File: config.mk
export PLATFORM = sky130hd
export DESIGN_NAME = ccsr_regs
export DESIGN_NICKNAME = d
export VERILOG_FILES = /design/src/rtl/ccsr_pkg.sv /design/src/rtl/ccsr_line_if.sv /design/src/rtl/ccsr_sync.sv /design/src/rtl/ccsr_line_det.sv /design/src/rtl/ccsr_regs.sv
export SDC_FILE = /design/constraint.sdc
export NUM_CORES = 1
export LEC_CHECK = 0
export BUFFER_PORTS_ARGS = -buffer_cell sky130_fd_sc_hd__buf_4
export CAP_MARGIN = 20
export CORE_UTILIZATION = 48
export DETAILED_ROUTE_END_ITERATION = 8
export GPL_TIMING_DRIVEN = 0
export PLACE_DENSITY = 0.67
export SYNTH_ARGS = -nofsm -noshare
export SYNTH_HDL_FRONTEND = slang
export SYNTH_SLANG_ARGS = --single-unit
File: constraint.sdc
create_clock -name mclk_i -period 4.85 [get_ports mclk_i]
set_clock_uncertainty 0.05 [all_clocks]
set_input_delay 0.97 -clock mclk_i [delete_from_list [all_inputs] [get_ports mclk_i]]
set_output_delay 0.97 -clock mclk_i [all_outputs]
set_load 0.05 [all_outputs]
File: src/rtl/ccsr_pkg.sv
package ccsr_pkg;

  // ----------------------------------------
  // Target address and register map
  // ----------------------------------------
  localparam logic [6:0] DEV_ADDR      = 7'h36;
  localparam logic [7:0] OFS_STATUS    = 8'h00;
  localparam logic [7:0] OFS_CTRL_A    = 8'h01;
  localparam logic [7:0] OFS_CTRL_B    = 8'h02;
  localparam logic [7:0] OFS_EVENTS    = 8'h03;

  // ----------------------------------------
  // Values after reset and field masks
  // ----------------------------------------
  localparam logic [7:0] CTRL_A_RST    = 8'h51;
  localparam logic [7:0] CTRL_B_RST    = 8'h1E;
  localparam logic [7:0] EVENTS_RST    = 8'h00;
  localparam logic [7:0] CTRL_A_STORE  = 8'h7D;
  localparam logic [7:0] EVENTS_VALID  = 8'h3D;

  // ----------------------------------------
  // Bit positions
  // ----------------------------------------
  localparam int B_SOFT_RST     = 7;
  localparam int B_CHG_ALLOW    = 6;
  localparam int B_BOOST_REQ    = 5;
  localparam int B_THERM_EN     = 4;
  localparam int B_TJ_DERATE    = 3;
  localparam int B_FORCE_EOC    = 2;
  localparam int B_TMR_RESTART  = 1;
  localparam int B_IRQ_MASK     = 0;
  localparam int B_WDOG_OFF     = 7;
  localparam int B_CTMR_OFF     = 6;
  localparam int B_ROUTE_EN     = 5;
  localparam int B_XCVR_EN      = 4;
  localparam int B_FLAG_MASK    = 3;
  localparam int B_LIM_PINSEL   = 2;
  localparam int B_LIM_EN       = 1;
  localparam int B_ADAPT_EN     = 0;
  localparam int B_VBUS_OK      = 0;

  // ----------------------------------------
  // Charge and boost state codes
  // ----------------------------------------
  localparam logic [3:0] ST_OFF        = 4'h0;
  localparam logic [3:0] ST_WAIT       = 4'h1;
  localparam logic [3:0] ST_WEAK_WAIT  = 4'h8;
  localparam logic [3:0] ST_WEAK_SAFE  = 4'h9;
  localparam logic [3:0] ST_WEAK_CHG   = 4'hA;
  localparam logic [3:0] ST_FAULT      = 4'hB;
  localparam logic [3:0] ST_BST_WAIT   = 4'hC;
  localparam logic [3:0] ST_BST_RUN    = 4'hD;
  localparam logic [3:0] ST_BST_FAULT  = 4'hE;
  localparam logic [3:0] ST_BST_OVLD   = 4'hF;

  localparam logic [3:0] LAST_DATA_BIT = 4'h7;
  localparam logic [3:0] ACK_SLOT      = 4'h8;

endpackage : ccsr_pkg

File: src/rtl/ccsr_line_if.sv
interface ccsr_line_if;
  logic scl_rise;
  logic scl_fall;
  logic start;
  logic stop;
  logic sda;

  modport det (
    output scl_rise,
    output scl_fall,
    output start,
    output stop,
    output sda
  );
  modport fsm (
    input  scl_rise,
    input  scl_fall,
    input  start,
    input  stop,
    input  sda
  );
endinterface : ccsr_line_if

File: src/rtl/ccsr_sync.sv
module ccsr_sync #(
  parameter int W = 1
) (
  input  wire logic         mclk_i,
  input  wire logic         rstn_i,
  input  wire logic [W-1:0] d_i,
  output logic      [W-1:0] q_o
);
  logic [W-1:0] meta;

  // Idle-high reset so a released bus does not look like a start
  always_ff @(posedge mclk_i) begin
    if (!rstn_i) begin
      meta <= '1;
      q_o  <= '1;
    end else begin
      meta <= d_i;
      q_o  <= meta;
    end
  end
endmodule : ccsr_sync

File: src/rtl/ccsr_line_det.sv
module ccsr_line_det (
  input  wire logic  mclk_i,
  input  wire logic  rstn_i,
  input  wire logic  scl_s_i,
  input  wire logic  sda_s_i,
  ccsr_line_if.det   line
);
  logic scl_q;
  logic sda_q;

  always_ff @(posedge mclk_i) begin
    if (!rstn_i) begin
      scl_q <= 1'b1;
      sda_q <= 1'b1;
    end else begin
      scl_q <= scl_s_i;
      sda_q <= sda_s_i;
    end
  end

  assign line.scl_rise = scl_s_i & ~scl_q;
  assign line.scl_fall = ~scl_s_i & scl_q;
  assign line.start    = scl_s_i & scl_q & sda_q & ~sda_s_i;
  assign line.stop     = scl_s_i & scl_q & ~sda_q & sda_s_i;
  assign line.sda      = sda_s_i;
endmodule : ccsr_line_det

File: src/rtl/ccsr_regs.sv
module ccsr_regs (
  input  wire logic       mclk_i,
  input  wire logic       rstn_i,
  input  wire logic       scl_i,
  input  wire logic       sda_i,
  output logic            sda_o,
  output logic            sda_oe_o,
  input  wire logic       boost_pin_i,
  input  wire logic       off_state_i,
  input  wire logic       charge_mode_enter_i,
  input  wire logic       boost_mode_enter_i,
  input  wire logic [3:0] charge_state_i,
  input  wire logic       batfet_present_i,
  input  wire logic       thermistor_present_i,
  input  wire logic       fault_event_pending_i,
  input  wire logic [7:0] status_event_set_i,
  output logic            charging_allow_o,
  output logic            host_boost_request_o,
  output logic            thermistor_profile_en_o,
  output logic            junction_heat_derate_o,
  output logic            force_end_of_charge_o,
  output logic            charge_timer_restart_o,
  output logic            watchdog_off_o,
  output logic            charge_timer_off_o,
  output logic            power_route_enable_o,
  output logic            transceiver_supply_en_o,
  output logic            input_limit_pin_select_o,
  output logic            input_limit_enable_o,
  output logic            adaptive_input_current_enable_o,
  output logic            irq_pin_n_o,
  output logic            flag_event_o
);
  // Overview of operation
  // Answer as bus target at 7-bit address 0x36 (bytes 0x6C/0x6D).
  // Status bits 7..4 report the charge state code.
  // In boost mode the state field reports codes 1100 to 1111.
  // Status bit 3 shows an isolation transistor is present.
  // Status bit 2 shows a battery thermistor is present.
  // Status bit 1 is set while any status event is pending.
  // Status bit 0 is set while any fault event is pending.
  // Writing 1 to control A bit 7 restores all defaults.
  // Control A bit 6, default 1, allows charging.
  // Control A bit 5 requests boost; pin sets it, charge entry clears.
  // Control A bit 4, default 1, lets temperature shape charging.
  // Control A bit 3 derates current on high junction temperature.
  // Control A bit 2 forces end of charge.
  // Control A bit 1 restarts the charge timer and self-clears.
  // Control A bit 0, default 1, masks the interrupt pin.
  // Control B bits 7 and 6 disable watchdog and charge timer.
  // Control B bit 5 enables power path management.
  // Control B bit 4, default 1, supplies the transceiver pin.
  // Control B bit 3, default 1, masks the flag pin.
  // Control B bit 2, default 1, takes input limit from pins.
  // Control B bit 1, default 1, enables the input current limit.
  // Control B bit 0 enables adaptive input current control.
  // Write: pointer byte first, data stored at incrementing offsets.
  // Read returns data from the pointer, auto-incrementing.
  // Event bits clear on read; interrupt pin low while any pending.
  // Reserved bits read zero and ignore writes.

  typedef enum logic [2:0] {
    IDLE,
    ADDR,
    PTR,
    WR,
    RD
  } ccsr_i2c_st_t;

  // ----------------------------------------
  // Pin synchronisers and line conditions
  // ----------------------------------------
  logic [1:0]   bus_s;
  logic         boost_s;
  logic         boost_q;
  ccsr_line_if  line ();

  ccsr_sync #(.W(2)) u_bus_sync (
    .mclk_i (mclk_i),
    .rstn_i (rstn_i),
    .d_i    ({scl_i, sda_i}),
    .q_o    (bus_s)
  );

  ccsr_sync #(.W(1)) u_boost_sync (
    .mclk_i (mclk_i),
    .rstn_i (rstn_i),
    .d_i    (boost_pin_i),
    .q_o    (boost_s)
  );

  ccsr_line_det u_det (
    .mclk_i  (mclk_i),
    .rstn_i  (rstn_i),
    .scl_s_i (bus_s[1]),
    .sda_s_i (bus_s[0]),
    .line    (line)
  );

  // ----------------------------------------
  // Register storage and read mux
  // ----------------------------------------
  ccsr_i2c_st_t st;
  logic [3:0]   cnt;
  logic [7:0]   shreg;
  logic [7:0]   tx;
  logic [7:0]   ptr;
  logic         rw;
  logic         mack;
  logic         wr_stb;
  logic [7:0]   wr_addr;
  logic [7:0]   wr_data;
  logic         rd_stb;
  logic [7:0]   rd_addr;
  logic [7:0]   ctrl_a;
  logic [7:0]   ctrl_b;
  logic [7:0]   events;
  logic [7:0]   status_word;
  logic [7:0]   rd_word;
  logic         any_pending;
  logic         soft_rst;
  logic         to_default;
  logic         boost_rise;
  logic         addr_hit;

  assign status_word = {charge_state_i,
                        batfet_present_i,
                        thermistor_present_i,
                        |events,
                        fault_event_pending_i};

  always_comb begin
    case (ptr)
      ccsr_pkg::OFS_STATUS: rd_word = status_word;
      ccsr_pkg::OFS_CTRL_A: rd_word = ctrl_a;
      ccsr_pkg::OFS_CTRL_B: rd_word = ctrl_b;
      ccsr_pkg::OFS_EVENTS: rd_word = events;
      default:              rd_word = 8'h00;
    endcase
  end

  assign addr_hit = (shreg[7:1] == ccsr_pkg::DEV_ADDR);

  // ----------------------------------------
  // Bus target state machine
  // ----------------------------------------
  // Open drain: only ever pulls low
  assign sda_o = 1'b0;

  always_ff @(posedge mclk_i) begin
    if (!rstn_i) begin
      st       <= IDLE;
      cnt      <= 4'h0;
      shreg    <= 8'h00;
      tx       <= 8'h00;
      ptr      <= 8'h00;
      rw       <= 1'b0;
      mack     <= 1'b0;
      sda_oe_o <= 1'b0;
      wr_stb   <= 1'b0;
      wr_addr  <= 8'h00;
      wr_data  <= 8'h00;
      rd_stb   <= 1'b0;
      rd_addr  <= 8'h00;
    end else begin
      wr_stb <= 1'b0;
      rd_stb <= 1'b0;
      if (line.start) begin
        st       <= ADDR;
        // The SCL fall that closes START wraps this to zero, not one
        cnt      <= 4'hF;
        sda_oe_o <= 1'b0;
      end else if (line.stop) begin
        st       <= IDLE;
        sda_oe_o <= 1'b0;
      end else if (st != IDLE) begin
        if (line.scl_rise) begin
          if (cnt != ccsr_pkg::ACK_SLOT && st != RD) begin
            shreg <= {shreg[6:0], line.sda};
          end
          if (cnt == ccsr_pkg::ACK_SLOT) begin
            mack <= ~line.sda;
          end
        end else if (line.scl_fall) begin
          if (cnt == ccsr_pkg::LAST_DATA_BIT) begin
            cnt      <= ccsr_pkg::ACK_SLOT;
            sda_oe_o <= (st != RD);
            case (st)
              ADDR: begin
                rw <= shreg[0];
                if (!addr_hit) begin
                  st       <= IDLE;
                  sda_oe_o <= 1'b0;
                end
              end
              PTR: begin
                ptr <= shreg;
              end
              WR: begin
                wr_stb  <= 1'b1;
                wr_addr <= ptr;
                wr_data <= shreg;
                ptr     <= ptr + 8'h01;
              end
              default: begin
              end
            endcase
          end else if (cnt == ccsr_pkg::ACK_SLOT) begin
            cnt      <= 4'h0;
            sda_oe_o <= 1'b0;
            case (st)
              ADDR: begin
                if (rw) begin
                  st       <= RD;
                  tx       <= rd_word;
                  sda_oe_o <= ~rd_word[7];
                  rd_stb   <= 1'b1;
                  rd_addr  <= ptr;
                  ptr      <= ptr + 8'h01;
                end else begin
                  st <= PTR;
                end
              end
              PTR: st <= WR;
              RD: begin
                if (mack) begin
                  tx       <= rd_word;
                  sda_oe_o <= ~rd_word[7];
                  rd_stb   <= 1'b1;
                  rd_addr  <= ptr;
                  ptr      <= ptr + 8'h01;
                end else begin
                  st <= IDLE;
                end
              end
              default: begin
              end
            endcase
          end else begin
            cnt <= cnt + 4'h1;
            if (st == RD) begin
              tx       <= {tx[6:0], 1'b0};
              sda_oe_o <= ~tx[6];
            end else begin
              sda_oe_o <= 1'b0;
            end
          end
        end
      end
    end
  end

  // ----------------------------------------
  // Control registers
  // ----------------------------------------
  assign soft_rst = wr_stb && wr_addr == ccsr_pkg::OFS_CTRL_A &&
                    wr_data[ccsr_pkg::B_SOFT_RST];
  assign to_default = off_state_i | soft_rst;
  assign boost_rise = boost_s & ~boost_q;

  always_ff @(posedge mclk_i) begin
    if (!rstn_i) begin
      // Matches the synchroniser's reset level: no false edge after reset
      boost_q <= 1'b1;
    end else begin
      boost_q <= boost_s;
    end
  end

  always_ff @(posedge mclk_i) begin
    if (!rstn_i) begin
      ctrl_a <= ccsr_pkg::CTRL_A_RST;
    end else if (to_default) begin
      ctrl_a <= ccsr_pkg::CTRL_A_RST;
    end else begin
      if (wr_stb && wr_addr == ccsr_pkg::OFS_CTRL_A) begin
        // Soft reset and timer restart bits are never stored
        ctrl_a <= wr_data & ccsr_pkg::CTRL_A_STORE;
      end
      if (charge_mode_enter_i) begin
        ctrl_a[ccsr_pkg::B_BOOST_REQ] <= 1'b0;
      end
      // Pin edge wins over a clear in the same cycle
      if (boost_rise) begin
        ctrl_a[ccsr_pkg::B_BOOST_REQ] <= 1'b1;
      end
    end
  end

  always_ff @(posedge mclk_i) begin
    if (!rstn_i) begin
      ctrl_b <= ccsr_pkg::CTRL_B_RST;
    end else if (to_default) begin
      ctrl_b <= ccsr_pkg::CTRL_B_RST;
    end else if (wr_stb && wr_addr == ccsr_pkg::OFS_CTRL_B) begin
      ctrl_b <= wr_data;
    end else if (boost_mode_enter_i) begin
      // Boost entry restores all bits but the transceiver and flag mask bits
      ctrl_b <= {ccsr_pkg::CTRL_B_RST[7:5], ctrl_b[4:3],
                 ccsr_pkg::CTRL_B_RST[2:0]};
    end
  end

  always_ff @(posedge mclk_i) begin
    if (!rstn_i) begin
      charge_timer_restart_o <= 1'b0;
    end else begin
      charge_timer_restart_o <= wr_stb && !to_default &&
                                wr_addr == ccsr_pkg::OFS_CTRL_A &&
                                wr_data[ccsr_pkg::B_TMR_RESTART];
    end
  end

  // ----------------------------------------
  // Status events, clear on read
  // ----------------------------------------
  always_ff @(posedge mclk_i) begin
    if (!rstn_i) begin
      events <= ccsr_pkg::EVENTS_RST;
    end else if (to_default) begin
      events <= ccsr_pkg::EVENTS_RST;
    end else begin
      if (rd_stb && rd_addr == ccsr_pkg::OFS_EVENTS) begin
        events <= status_event_set_i & ccsr_pkg::EVENTS_VALID;
      end else begin
        events <= events |
                  (status_event_set_i & ccsr_pkg::EVENTS_VALID);
      end
      if (boost_mode_enter_i &&
          !status_event_set_i[ccsr_pkg::B_VBUS_OK]) begin
        events[ccsr_pkg::B_VBUS_OK] <= 1'b0;
      end
    end
  end

  // ----------------------------------------
  // Pins driven from control state
  // ----------------------------------------
  assign any_pending = (|events) | fault_event_pending_i;

  always_ff @(posedge mclk_i) begin
    if (!rstn_i) begin
      irq_pin_n_o  <= 1'b1;
      flag_event_o <= 1'b0;
    end else begin
      irq_pin_n_o  <= ~(any_pending &
                        ~ctrl_a[ccsr_pkg::B_IRQ_MASK]);
      flag_event_o <= any_pending &
                      ~ctrl_b[ccsr_pkg::B_FLAG_MASK];
    end
  end

  assign charging_allow_o         = ctrl_a[ccsr_pkg::B_CHG_ALLOW];
  assign host_boost_request_o     = ctrl_a[ccsr_pkg::B_BOOST_REQ];
  assign thermistor_profile_en_o  = ctrl_a[ccsr_pkg::B_THERM_EN];
  assign junction_heat_derate_o   = ctrl_a[ccsr_pkg::B_TJ_DERATE];
  assign force_end_of_charge_o    = ctrl_a[ccsr_pkg::B_FORCE_EOC];
  assign watchdog_off_o           = ctrl_b[ccsr_pkg::B_WDOG_OFF];
  assign charge_timer_off_o       = ctrl_b[ccsr_pkg::B_CTMR_OFF];
  assign power_route_enable_o     = ctrl_b[ccsr_pkg::B_ROUTE_EN];
  assign transceiver_supply_en_o  = ctrl_b[ccsr_pkg::B_XCVR_EN];
  assign input_limit_pin_select_o = ctrl_b[ccsr_pkg::B_LIM_PINSEL];
  assign input_limit_enable_o     = ctrl_b[ccsr_pkg::B_LIM_EN];
  assign adaptive_input_current_enable_o = ctrl_b[ccsr_pkg::B_ADAPT_EN];
endmodule : ccsr_regs

==> qor.yml, run 1 <==
outcome:
  status: "complete, no violations"
synthesis:
  postSynthCellCount: 455
  synthArstFlopShare: 0
  synth.avg_cell_area_um2: 8.899
  synth.top_cell.area_share: 0.4450
  synth_edf_count: 0
  yosysSeqAreaShare: 0.4450
  ys_types: 64
  yosys.area.top_type: "dfxtp_1"
  ys_ff_latch: 90
  synth_ff_type: "dfxtp_1"
  yosysWarnings: 0
  netlist_area_um2: 4049
  yosys-top-cells-area: "dfxtp_1, mux2i_1, nor2_1"
  syn-num-nets: 484
sta:
  slew_violations: 0
  hold_viol_final: 0
  grt_setup_unrepaired: "no"
  period_needed_ns: 2.548
  finalCritPeriodShare: 0.5254
  fin_tns_setup_ns: 0
  worstMarginPinSlew_ns: 0.6793
  relSlewSlack: 0.5444
  finalSetupViolCount: 0
  max_freq_mhz: 392.4
  worst_slack_ns: 2.302
clocking:
  postCtsSetupRepairBufs: 0
  holdBufCountCts: 0
  clkTransAtPathRegs_ns: 0.09
  cts_tree: "yes"
  numCtsBuffers: 9
  clockRootBuffer: "clkbuf_8"
  cts_max_level: 3
  cts_buffer_depth: 2
  insertion_delay_ns: 0.37
  clock_sinks: 90
  cts-resized-gates: 0
floorplanning:
  dieWidth_um: 93.85
  core_region_area_um2: 8175
  num_rows: 33
  ios: 40
  start_util: 0.4953
  dieArea_um2: 8807
  die_h_um: 93.85
placement:
  dp_slack_ns: 2.108
  post-dp-hpwl_mm: 7.549
  dp.cells: 595
  io_buffers: 35
  gp_congestion: 0.9163
job:
  cap_violations: 0
finish:
  drive_gt1_frac: 0.1400
  finalNetCount: 531
  finalNonFillerCells: 612
  syn_to_final_growth_pct: 14.22
  fin_util: 0.5657
  antenna_cells: 0
critical_path:
  crit_buf_inv: 2
  cpLargestDelayFamily: "simple AND/OR/NAND/NOR gates"
  crit_chain: "inv_1, ha_1, clkbuf_1, or4_1, nand4_1, a21oi_1, a211oi_1, a211oi_1"
  criticalPathCategory: "reg2reg"
  slowest_stage: "dfxtp_1"
  arrival_ns: 2.73
  max_stage_delay_ns: 0.58
  cp-end-kind: "flip-flop"
  worstReg2RegStart: "ptr[0]"
  cp_max_fo: 9
  crit_top_cell: "a211oi_1"
  crit_path_start: "ptr[0]"
  cp-start-kind: "flip-flop"
  cp.required_ns: 5.03
grt:
  grt_pass1_wl_mm: 16.54
  grt_max_degree: 17
  antenna_found_initial: 0
  grt_pass1_vias: 3240
  grt_util_all_layers: 0.2491
  gr-total-overflow: 0
drt:
  drc: 0
  wl_per_cell_um: 17.23
  avgViaCountPerCell: 5.807
  finalWirelength_mm: 10.54
  firstDrtPassIters: 4
  antenna_left: 0
  num_vias: 3554
  dr.first_iter.drc_count: 173
pwr:
  leakage_nw: 1.867
  peakVddDrop_mv: 0.1779
  power_density_nw_per_um2: 280.6
min_path:
  hold_path.class: "reg2reg"
  worstHoldStart: "u_boost_sync.meta"
flip-flops by register name (all words and copies together), names as in the netlist, 3 cells and up:
register,flops
cnt,4
ctrl_a,6
ctrl_b,8
events,5
ptr,8
rd_addr,8
shreg,8
st,3
tx,7
wr_addr,8
wr_data,8
path summary, 6_finish.rpt:
path                 endpoint  slack, ns  cells after the start
max                     tx[3]       2.30                      8
min          u_boost_sync.q_o       0.36                      1
max reg2reg             tx[3]       2.30                      8
min reg2reg  u_boost_sync.q_o       0.36                      1
cell usage after synthesis, types with 6 or more instances:
| cell type | count |
|---|---|
| o31ai_1 | 6 |
| a21oi_1 | 25 |
| a211oi_1 | 13 |
| nand2b_1 | 13 |
| a22oi_1 | 7 |
| dfxtp_1 | 90 |
| clkbuf_1 | 17 |
| nor2_1 | 69 |
| mux2i_1 | 41 |
| buf_2 | 10 |
| nand3_1 | 12 |
| nand2_1 | 33 |
| inv_1 | 11 |
| ha_1 | 6 |
| nor3_1 | 7 |
| o21ai_0 | 9 |
cell families (layout without fill, tap and decap cells):
logic type / count (synthesis) / count (layout) / share of synthesized area
simple gates: 174 / 174 / 0.2139
compound gates: 99 / 99 / 0.1712
flops: 90 / 90 / 0.4450
buf+inv: 42 / 94 / 0.04481
mux: 41 / 41 / 0.1014
fa+ha+maj: 6 / 6 / 0.01854
xor+xnor: 2 / 2 / 0.004327
other cells: 1 / 1 / 0.0009262
metrics by stage:
stage                     power [W]  hold slack [ns]  cell area, µm²
after global routing       0.001347           0.3787            4624
after CTS                  0.001304           0.3685            4619
after detailed placement  0.0008331           0.3454            4443
after global placement    0.0008318           0.3372            4443
final                      0.001298           0.3648            4624
after floorplan           0.0008041           0.3363            4049
layout make-up:
| cell class | count | area, µm² |
|---|---|---|
| buffer | 30 | 136.4 |
| clock buffer | 10 | 127.6 |
| clock inverter | 6 | 48.80 |
| fill | 751 | 3551 |
| inverter | 12 | 45.04 |
| multi-input combinational | 323 | 2066 |
| sequential | 90 | 1802 |
| tap | 105 | 131.4 |
| timing repair buffer | 36 | 267.8 |
worst register-to-register path, stage by stage (launching register included):
cell and delay [ns]:
dfxtp_1 0.58, inv_1 0.12, ha_1 0.21, clkbuf_1 0.22, or4_1 0.56, nand4_1 0.29
a21oi_1 0.13, a211oi_1 0.19, a211oi_1 0.07
report_power, final:
group,leakage (nW),internal (W),switching [W]
registers,0.728,0.000745,0.00000660
clock network,0.0852,0.000193,0.000288
logic,1.05,0.0000260,0.0000389
metal layers:
metal  track usage  share of wire
met1        0.3205           0.46
met2        0.4063           0.45
met3       0.03722          0.054
met4        0.1205          0.033
met5             0              0
placed cells by master, fill, tap and decap left out, types with 7 or more instances in the layout:
cell,Yosys,final
inv_1,11,11
nand2b_1,13,13
nand2_1,33,33
nand3_1,12,12
a211oi_1,13,13
clkbuf_1,17,18
o21ai_0,9,9
nor3_1,7,7
mux2i_1,41,41
nor2_1,69,69
buf_2,10,10
a21oi_1,25,25
dfxtp_1,90,90
buf_4,3,38
a22oi_1,7,7
clkbuf_8,0,9
(Power assumes the default switching activity.)
==> run 2: changes to the inputs <==
Clock period 4.85 ns to 2.4 ns, I/O delays scaled along.
==> qor.yml, run 2 (synthesis gave the netlist of run 1 again) <==
outcome:
  status: "complete, no violations"  # unchanged
pwr:
  p_sw_w: 0.0006707  # was 0.0003336 W
  p_int_w: 0.001949  # was 0.0009642 W
  leakage_nw: 1.899  # was 1.867 nW
  combPwrFrac: 0.051  # was 0.050
  p_seq_frac: 0.580  # was 0.579
  peakVddDrop_mv: 0.3606  # was 0.1779 mV
  power_density_nw_per_um2: 559.6  # was 280.6 nW/µm²
  p_clk_frac: 0.369  # was 0.371
  swShare: 0.2560  # was 0.2571
min_path:
  min_to: "u_bus_sync.meta[0]"  # was u_boost_sync.q_o
  hold_path.class: "in2reg"  # was reg2reg
  hold_depth: 2  # was 1
  worstHoldStart: "sda_i"  # was u_boost_sync.meta
clocking:
  cts_buffer_depth: 2  # unchanged
  clock_sinks: 90  # unchanged
  cts_tree: "yes"  # unchanged
  insertion_delay_ns: 0.36  # was 0.37 ns
  numCtsBuffers: 9  # unchanged
  cts_max_level: 3  # unchanged
  clkTransAtPathRegs_ns: 0.10  # was 0.09 ns
  clockRootBuffer: "clkbuf_8"  # unchanged
sta:
  hold_ws_ns: 0.2408  # was 0.3648 ns
  finalCritPeriodShare: 0.9703  # was 0.5254
  worstMarginPinSlew_ns: 0.7265  # was 0.6793 ns
  finalSetupViolCount: 0  # unchanged
  relSlewSlack: 0.5156  # was 0.5444
  grt_setup_unrepaired: "no"  # unchanged
  max_freq_mhz: 429.4  # was 392.4 MHz
  slew_violations: 0  # unchanged
  period_needed_ns: 2.329  # was 2.548 ns
  hold_viol_final: 0  # unchanged
  worst_slack_ns: 0.07116  # was 2.302 ns
grt:
  grt_util_all_layers: 0.2491  # unchanged
  met1_usage: 0.3205  # unchanged
  antenna_found_initial: 0  # unchanged
  gr-total-overflow: 0  # unchanged
  grt_pass1_wl_mm: 16.54  # unchanged
  top_usage_layer: "met2"  # unchanged
  grt_max_degree: 17  # unchanged
  grt_use_met2: 0.4063  # unchanged
  grt_pass1_vias: 3240  # unchanged
  grt_use_met3: 0.03722  # unchanged
critical_path:
  ff2ff_setup_slack_ns: 0.07  # was 2.30 ns
  worstReg2RegStart: "ptr[0]"  # unchanged
  criticalPathCategory: "reg2reg"  # unchanged
  cp-start-kind: "flip-flop"  # unchanged
  cp-end-kind: "flip-flop"  # unchanged
  arrival_ns: 2.50  # was 2.73 ns
  r2r_end: "tx[5]"  # was tx[3]
  cp_max_fo: 9  # unchanged
  reg2regPathDepth: 9  # was 8
  cp.required_ns: 2.57  # was 5.03 ns
drt:
  wl_per_cell_um: 17.18  # was 17.23 µm
  antenna_left: 0  # unchanged
  drc: 0  # unchanged
  avgViaCountPerCell: 5.780  # was 5.807
  dr.first_iter.drc_count: 226  # was 173
  firstDrtPassIters: 6  # was 4
  finalWirelength_mm: 10.60  # was 10.54 mm
  num_vias: 3566  # was 3554
floorplanning:
  die_h_um: 93.85  # unchanged
  ios: 40  # unchanged
  core_region_area_um2: 8175  # unchanged
  start_util: 0.4953  # unchanged
  dieWidth_um: 93.85  # unchanged
  num_rows: 33  # unchanged
  dieArea_um2: 8807  # unchanged
finish:
  syn_to_final_growth_pct: 15.64  # was 14.22%
  final_common_cell: "dfxtp_1"  # unchanged
  drive_gt1_frac: 0.1602  # was 0.1400
  antenna_cells: 0  # unchanged
  finalNetCount: 536  # was 531
  mostFrequentLayoutCells: "dfxtp_1, nor2_1, buf_4"  # was dfxtp_1, nor2_1, mux2i_1
job:
  cap_violations: 0  # unchanged
placement:
  dp_slack_ns: -0.08222  # was 2.108 ns
  gp_congestion: 0.9163  # unchanged
  io_buffers: 35  # unchanged
  post-dp-hpwl_mm: 7.549  # unchanged
run 2: through the flow:
| step | util | cells | total power (W) | cell area [µm²] | TNS (ns) |
|---|---|---|---|---|---|
| floorplan | - | 455 | 0.001625 | 4049 | 0 |
| global placement | 0.5435 | 595 | 0.001681 | 4443 | -0.2805 |
| detailed placement | 0.5435 | 595 | 0.001684 | 4443 | -0.2648 |
| CTS | 0.5654 | 611 | 0.002636 | 4622 | 0 |
| global route | 0.5727 | 617 | 0.002724 | 4682 | 0 |
| finish | 0.5727 | 617 | 0.002620 | 4682 | 0 |
run 2: layout make-up:
cell class	instances	area (µm²)
fillers	752	3493
inverters	12	45.04
flip-flops and latches	90	1807
repair buffers	43	320.3
multi-input cells	323	2069
clock buffers	10	127.6
well taps	105	131.4
plain buffers	28	132.6
clock inverters	6	48.80
run 2: how the worst max path moves through the flow:
stage               startpoint     to  slack, ns  cells after the start
finish                  ptr[0]  tx[5]       0.07                      9
global route            ptr[0]  tx[5]       0.03                      9
CTS                     ptr[1]  tx[3]       0.03                      8
detailed placement      ptr[0]  tx[3]      -0.08                      8
global placement        ptr[0]  tx[4]      -0.09                      8
floorplan               ptr[0]  tx[5]       0.40                      8
run 2: power groups by stage:
stage                     Sequential, W  Clock [W]  Combinational, W
after floorplan                 0.00155          0         0.0000740
after global placement          0.00155          0          0.000128
after detailed placement        0.00155          0          0.000129
after CTS                       0.00152   0.000986          0.000130
after global routing            0.00152    0.00106          0.000147
final                           0.00152   0.000968          0.000134
run 2: repair_timing:
action / in CTS / in global routing
pin swaps: 0 / 2
hold buffers: 0 / 0
setup endpoints to repair: 5 / 9
cloned: 0 / 0
resized for setup: 2 / 5
buffers inserted: 0 / 7
run 2: layer usage:
metal	up-vias	wire length (µm)
met5	-	0
li1	1731	-
met4	0	340
met1	1674	4839
met2	136	4829
met3	25	594
run 2: critical path: stages, from the launching register on:
cell	delay, ns
dfxtp_4	0.42
inv_1	0.08
ha_1	0.19
clkbuf_1	0.23
or4_1	0.54
nand4_1	0.23
buf_4	0.16
a21oi_1	0.04
a211oi_1	0.18
a211oi_1	0.07
==> run 3: changes to the inputs <==
Settings changed: SYNTH_HIERARCHICAL from default to 1.
==> qor.yml, run 3 <==
clocking:
  cts_buffer_depth: 2  # unchanged
  cts_tree: "yes"  # unchanged
  insertion_delay_ns: 0.37  # was 0.36 ns
  clkTransAtPathRegs_ns: 0.09  # was 0.10 ns
  cts_max_level: 3  # unchanged
  clockRootBuffer: "clkbuf_8"  # unchanged
  clock_sinks: 90  # unchanged
  numCtsBuffers: 9  # unchanged
synthesis:
  yosysSeqAreaShare: 0.4354  # was 0.4450
  ys_types: 56  # was 64
  netlist_area_um2: 4138  # was 4049 µm²
  ys_ff_latch: 90  # unchanged
  yosys-top-cells-area: "dfxtp_1, mux2i_1, nand2_1"  # was dfxtp_1, mux2i_1, nor2_1
  postSynthCellCount: 480  # was 455
  yosysWarnings: 6  # was 0
  yosysMostFrequentCell: "dfxtp_1"  # unchanged
  synthArstFlopShare: 0  # unchanged
  synth_edf_count: 0  # unchanged
  synth_common_cells: "dfxtp_1, nand2_1, nor2_1"  # was dfxtp_1, nor2_1, mux2i_1
  syn-num-nets: 509  # was 484
  synth.avg_cell_area_um2: 8.620  # was 8.899 µm²
  synth_ff_type: "dfxtp_1"  # unchanged
  synth.top_cell.area_share: 0.4354  # was 0.4450
  yosys.area.top_type: "dfxtp_1"  # unchanged
min_path:
  hold_path.class: "in2reg"  # unchanged
  hold_depth: 2  # unchanged
  worstHoldStart: "scl_i"  # was sda_i
  min_to: "u_bus_sync/meta[1]"  # was u_bus_sync.meta[0]
placement:
  io_buffers: 35  # unchanged
  dp.cells: 620  # was 595
  place_area_um2: 4532  # was 4443 µm²
  post-dp-hpwl_mm: 7.792  # was 7.549 mm
  gp_congestion: 0.9781  # was 0.9163
drt:
  num_vias: 3828  # was 3566
  avgViaCountPerCell: 5.926  # was 5.780
  firstDrtPassIters: 5  # was 6
  dr.first_iter.drc_count: 303  # was 226
  drc: 0  # unchanged
  finalWirelength_mm: 11.24  # was 10.60 mm
  wl_per_cell_um: 17.40  # was 17.18 µm
  antenna_left: 0  # unchanged
sta:
  finalSetupViolCount: 1  # was 0
  relSlewSlack: 0.5060  # was 0.5156
  hold_viol_final: 0  # unchanged
  worstMarginPinSlew_ns: 0.7410  # was 0.7265 ns
  max_freq_mhz: 413.8  # was 429.4 MHz
  hold_ws_ns: 0.2438  # was 0.2408 ns
  slew_violations: 0  # unchanged
  finalCritPeriodShare: 1.007  # was 0.9703
  period_needed_ns: 2.417  # was 2.329 ns
  grt_setup_unrepaired: "yes"  # was no
  fin_tns_setup_ns: -0.01652  # was 0 ns
  worst_slack_ns: -0.01652  # was 0.07116 ns
finish:
  mostFrequentLayoutCells: "dfxtp_1, nand2_1, buf_4"  # was dfxtp_1, nor2_1, buf_4
  finalNonFillerCells: 646  # was 617
  finalNetCount: 565  # was 536
  final_cell_area_um2: 4916  # was 4682 µm²
  drive_gt1_frac: 0.1996  # was 0.1602
  syn_to_final_growth_pct: 18.81  # was 15.64%
  final_common_cell: "dfxtp_1"  # unchanged
  fin_util: 0.5923  # was 0.5727
  antenna_cells: 0  # unchanged
pwr:
  leakage_nw: 1.785  # was 1.899 nW
  peakVddDrop_mv: 0.2869  # was 0.3606 mV
  power_density_nw_per_um2: 568.6  # was 559.6 nW/µm²
critical_path:
  cp_max_fo: 3  # was 9
  arrival_ns: 2.61  # was 2.50 ns
  reg2regPathDepth: 7  # was 9
  criticalPathCategory: "reg2reg"  # unchanged
  worstReg2RegStart: "u_bus_sync/q_o[0]"  # was ptr[0]
  cp.required_ns: 2.59  # was 2.57 ns
  cp-end-kind: "flip-flop"  # unchanged
  cp-start-kind: "flip-flop"  # unchanged
  crit_path_start: "u_bus_sync/q_o[0]"  # was ptr[0]
  ff2ff_setup_slack_ns: -0.02  # was 0.07 ns
  r2r_end: "tx[0]"  # was tx[5]
grt:
  grt_pass1_vias: 3547  # was 3240
  grt_pass1_wl_mm: 17.80  # was 16.54 mm
  grt_util_all_layers: 0.2603  # was 0.2491
  grt_max_degree: 16  # was 17
  antenna_found_initial: 0  # unchanged
  gr-total-overflow: 0  # unchanged
outcome:
  status: "finished with violations"  # was complete, no violations
  failed_checks: "setup timing"
floorplanning:
  core_region_area_um2: 8299  # was 8175 µm²
  dieWidth_um: 94.85  # was 93.85 µm
  ios: 40  # unchanged
  dieArea_um2: 8996  # was 8807 µm²
  num_rows: 33  # unchanged
  die_h_um: 94.85  # was 93.85 µm
  start_util: 0.4986  # was 0.4953
job:
  cap_violations: 0  # unchanged
==> run 3: area by class of cell <==
class                           instances  area (µm²)
Timing Repair Buffer                   53       406.6
Clock buffer                           11       151.4
Clock inverter                          5       60.06
Fill cell                             775        3383
Sequential cell                        90        1808
Multi-Input combinational cell        345        2201
Buffer                                 25       112.6
Inverter                               12       45.04
Tap cell                              105       131.4
==> run 3: how the worst max path moves through the flow <==
stage               depth (start not counted)      to
CTS                                         7   tx[0]
global placement                            7  ptr[4]
detailed placement                          7  ptr[4]
global route                                7   tx[0]
floorplan                                   7   tx[2]
finish                                      7   tx[0]
==> run 3: timing repair <==
item	CTS	global route
pin swaps	6	7
endpoints found under the setup margin	33	52
setup buffers	10	6
gates resized for setup	13	16
hold buffers	0	0
cloned	1	0
==> run 3: power by group <==
part	switching [W]	total [W]	leakage [nW]	internal, W
Combinational	0.0000993	0.000166	0.951	0.0000668
Sequential	0.0000119	0.00152	0.728	0.00151
Clock	0.000565	0.00111	0.106	0.000545
Total	0.000676	0.00280	1.79	0.00212
==> run 3: critical path, stage by stage (launching register included) <==
cell	delay (ns)
dfxtp_2	0.34
and4b_2	0.23
or4b_4	0.55
or4_4	0.46
a211oi_4	0.21
buf_4	0.17
mux2i_2	0.22
nor2_1	0.06
==> run 3: through the flow <==
stage / power, W / setup slack (ns)
2_1_floorplan: 0.001644 / 0.03601
5_1_grt: 0.002896 / -0.07977
4_1_cts: 0.002798 / -0.02958
3_3_place_gp: 0.001705 / -0.2555
6_report: 0.002795 / -0.01652
3_5_place_dp: 0.001707 / -0.3191
==> run 3: cells by family (layout without fill, tap and decap cells) <==
group                    after synthesis  in the layout  share of synthesized area
multiplexers                          30             30                    0.07257
adder cells (fa/ha/maj)                6              6                    0.01814
AND/OR/NAND/NOR                      200            200                     0.2468
flip-flops                            90             90                     0.4354
buffers and inverters                 45            106                    0.04566
other                                  1              1                  0.0009063
AO/OA/AOI/OAI                        105            105                     0.1742
XOR/XNOR                               3              3                   0.006351
==> run 3: metal layers <==
layer / up-vias / global-route usage / wire length [µm]
li1: 1830 / - / -
met3: 17 / 0.03543 / 657
met2: 152 / 0.4335 / 5162
met1: 1829 / 0.3444 / 5235
met5: - / 0 / 0
met4: 0 / 0.08838 / 187
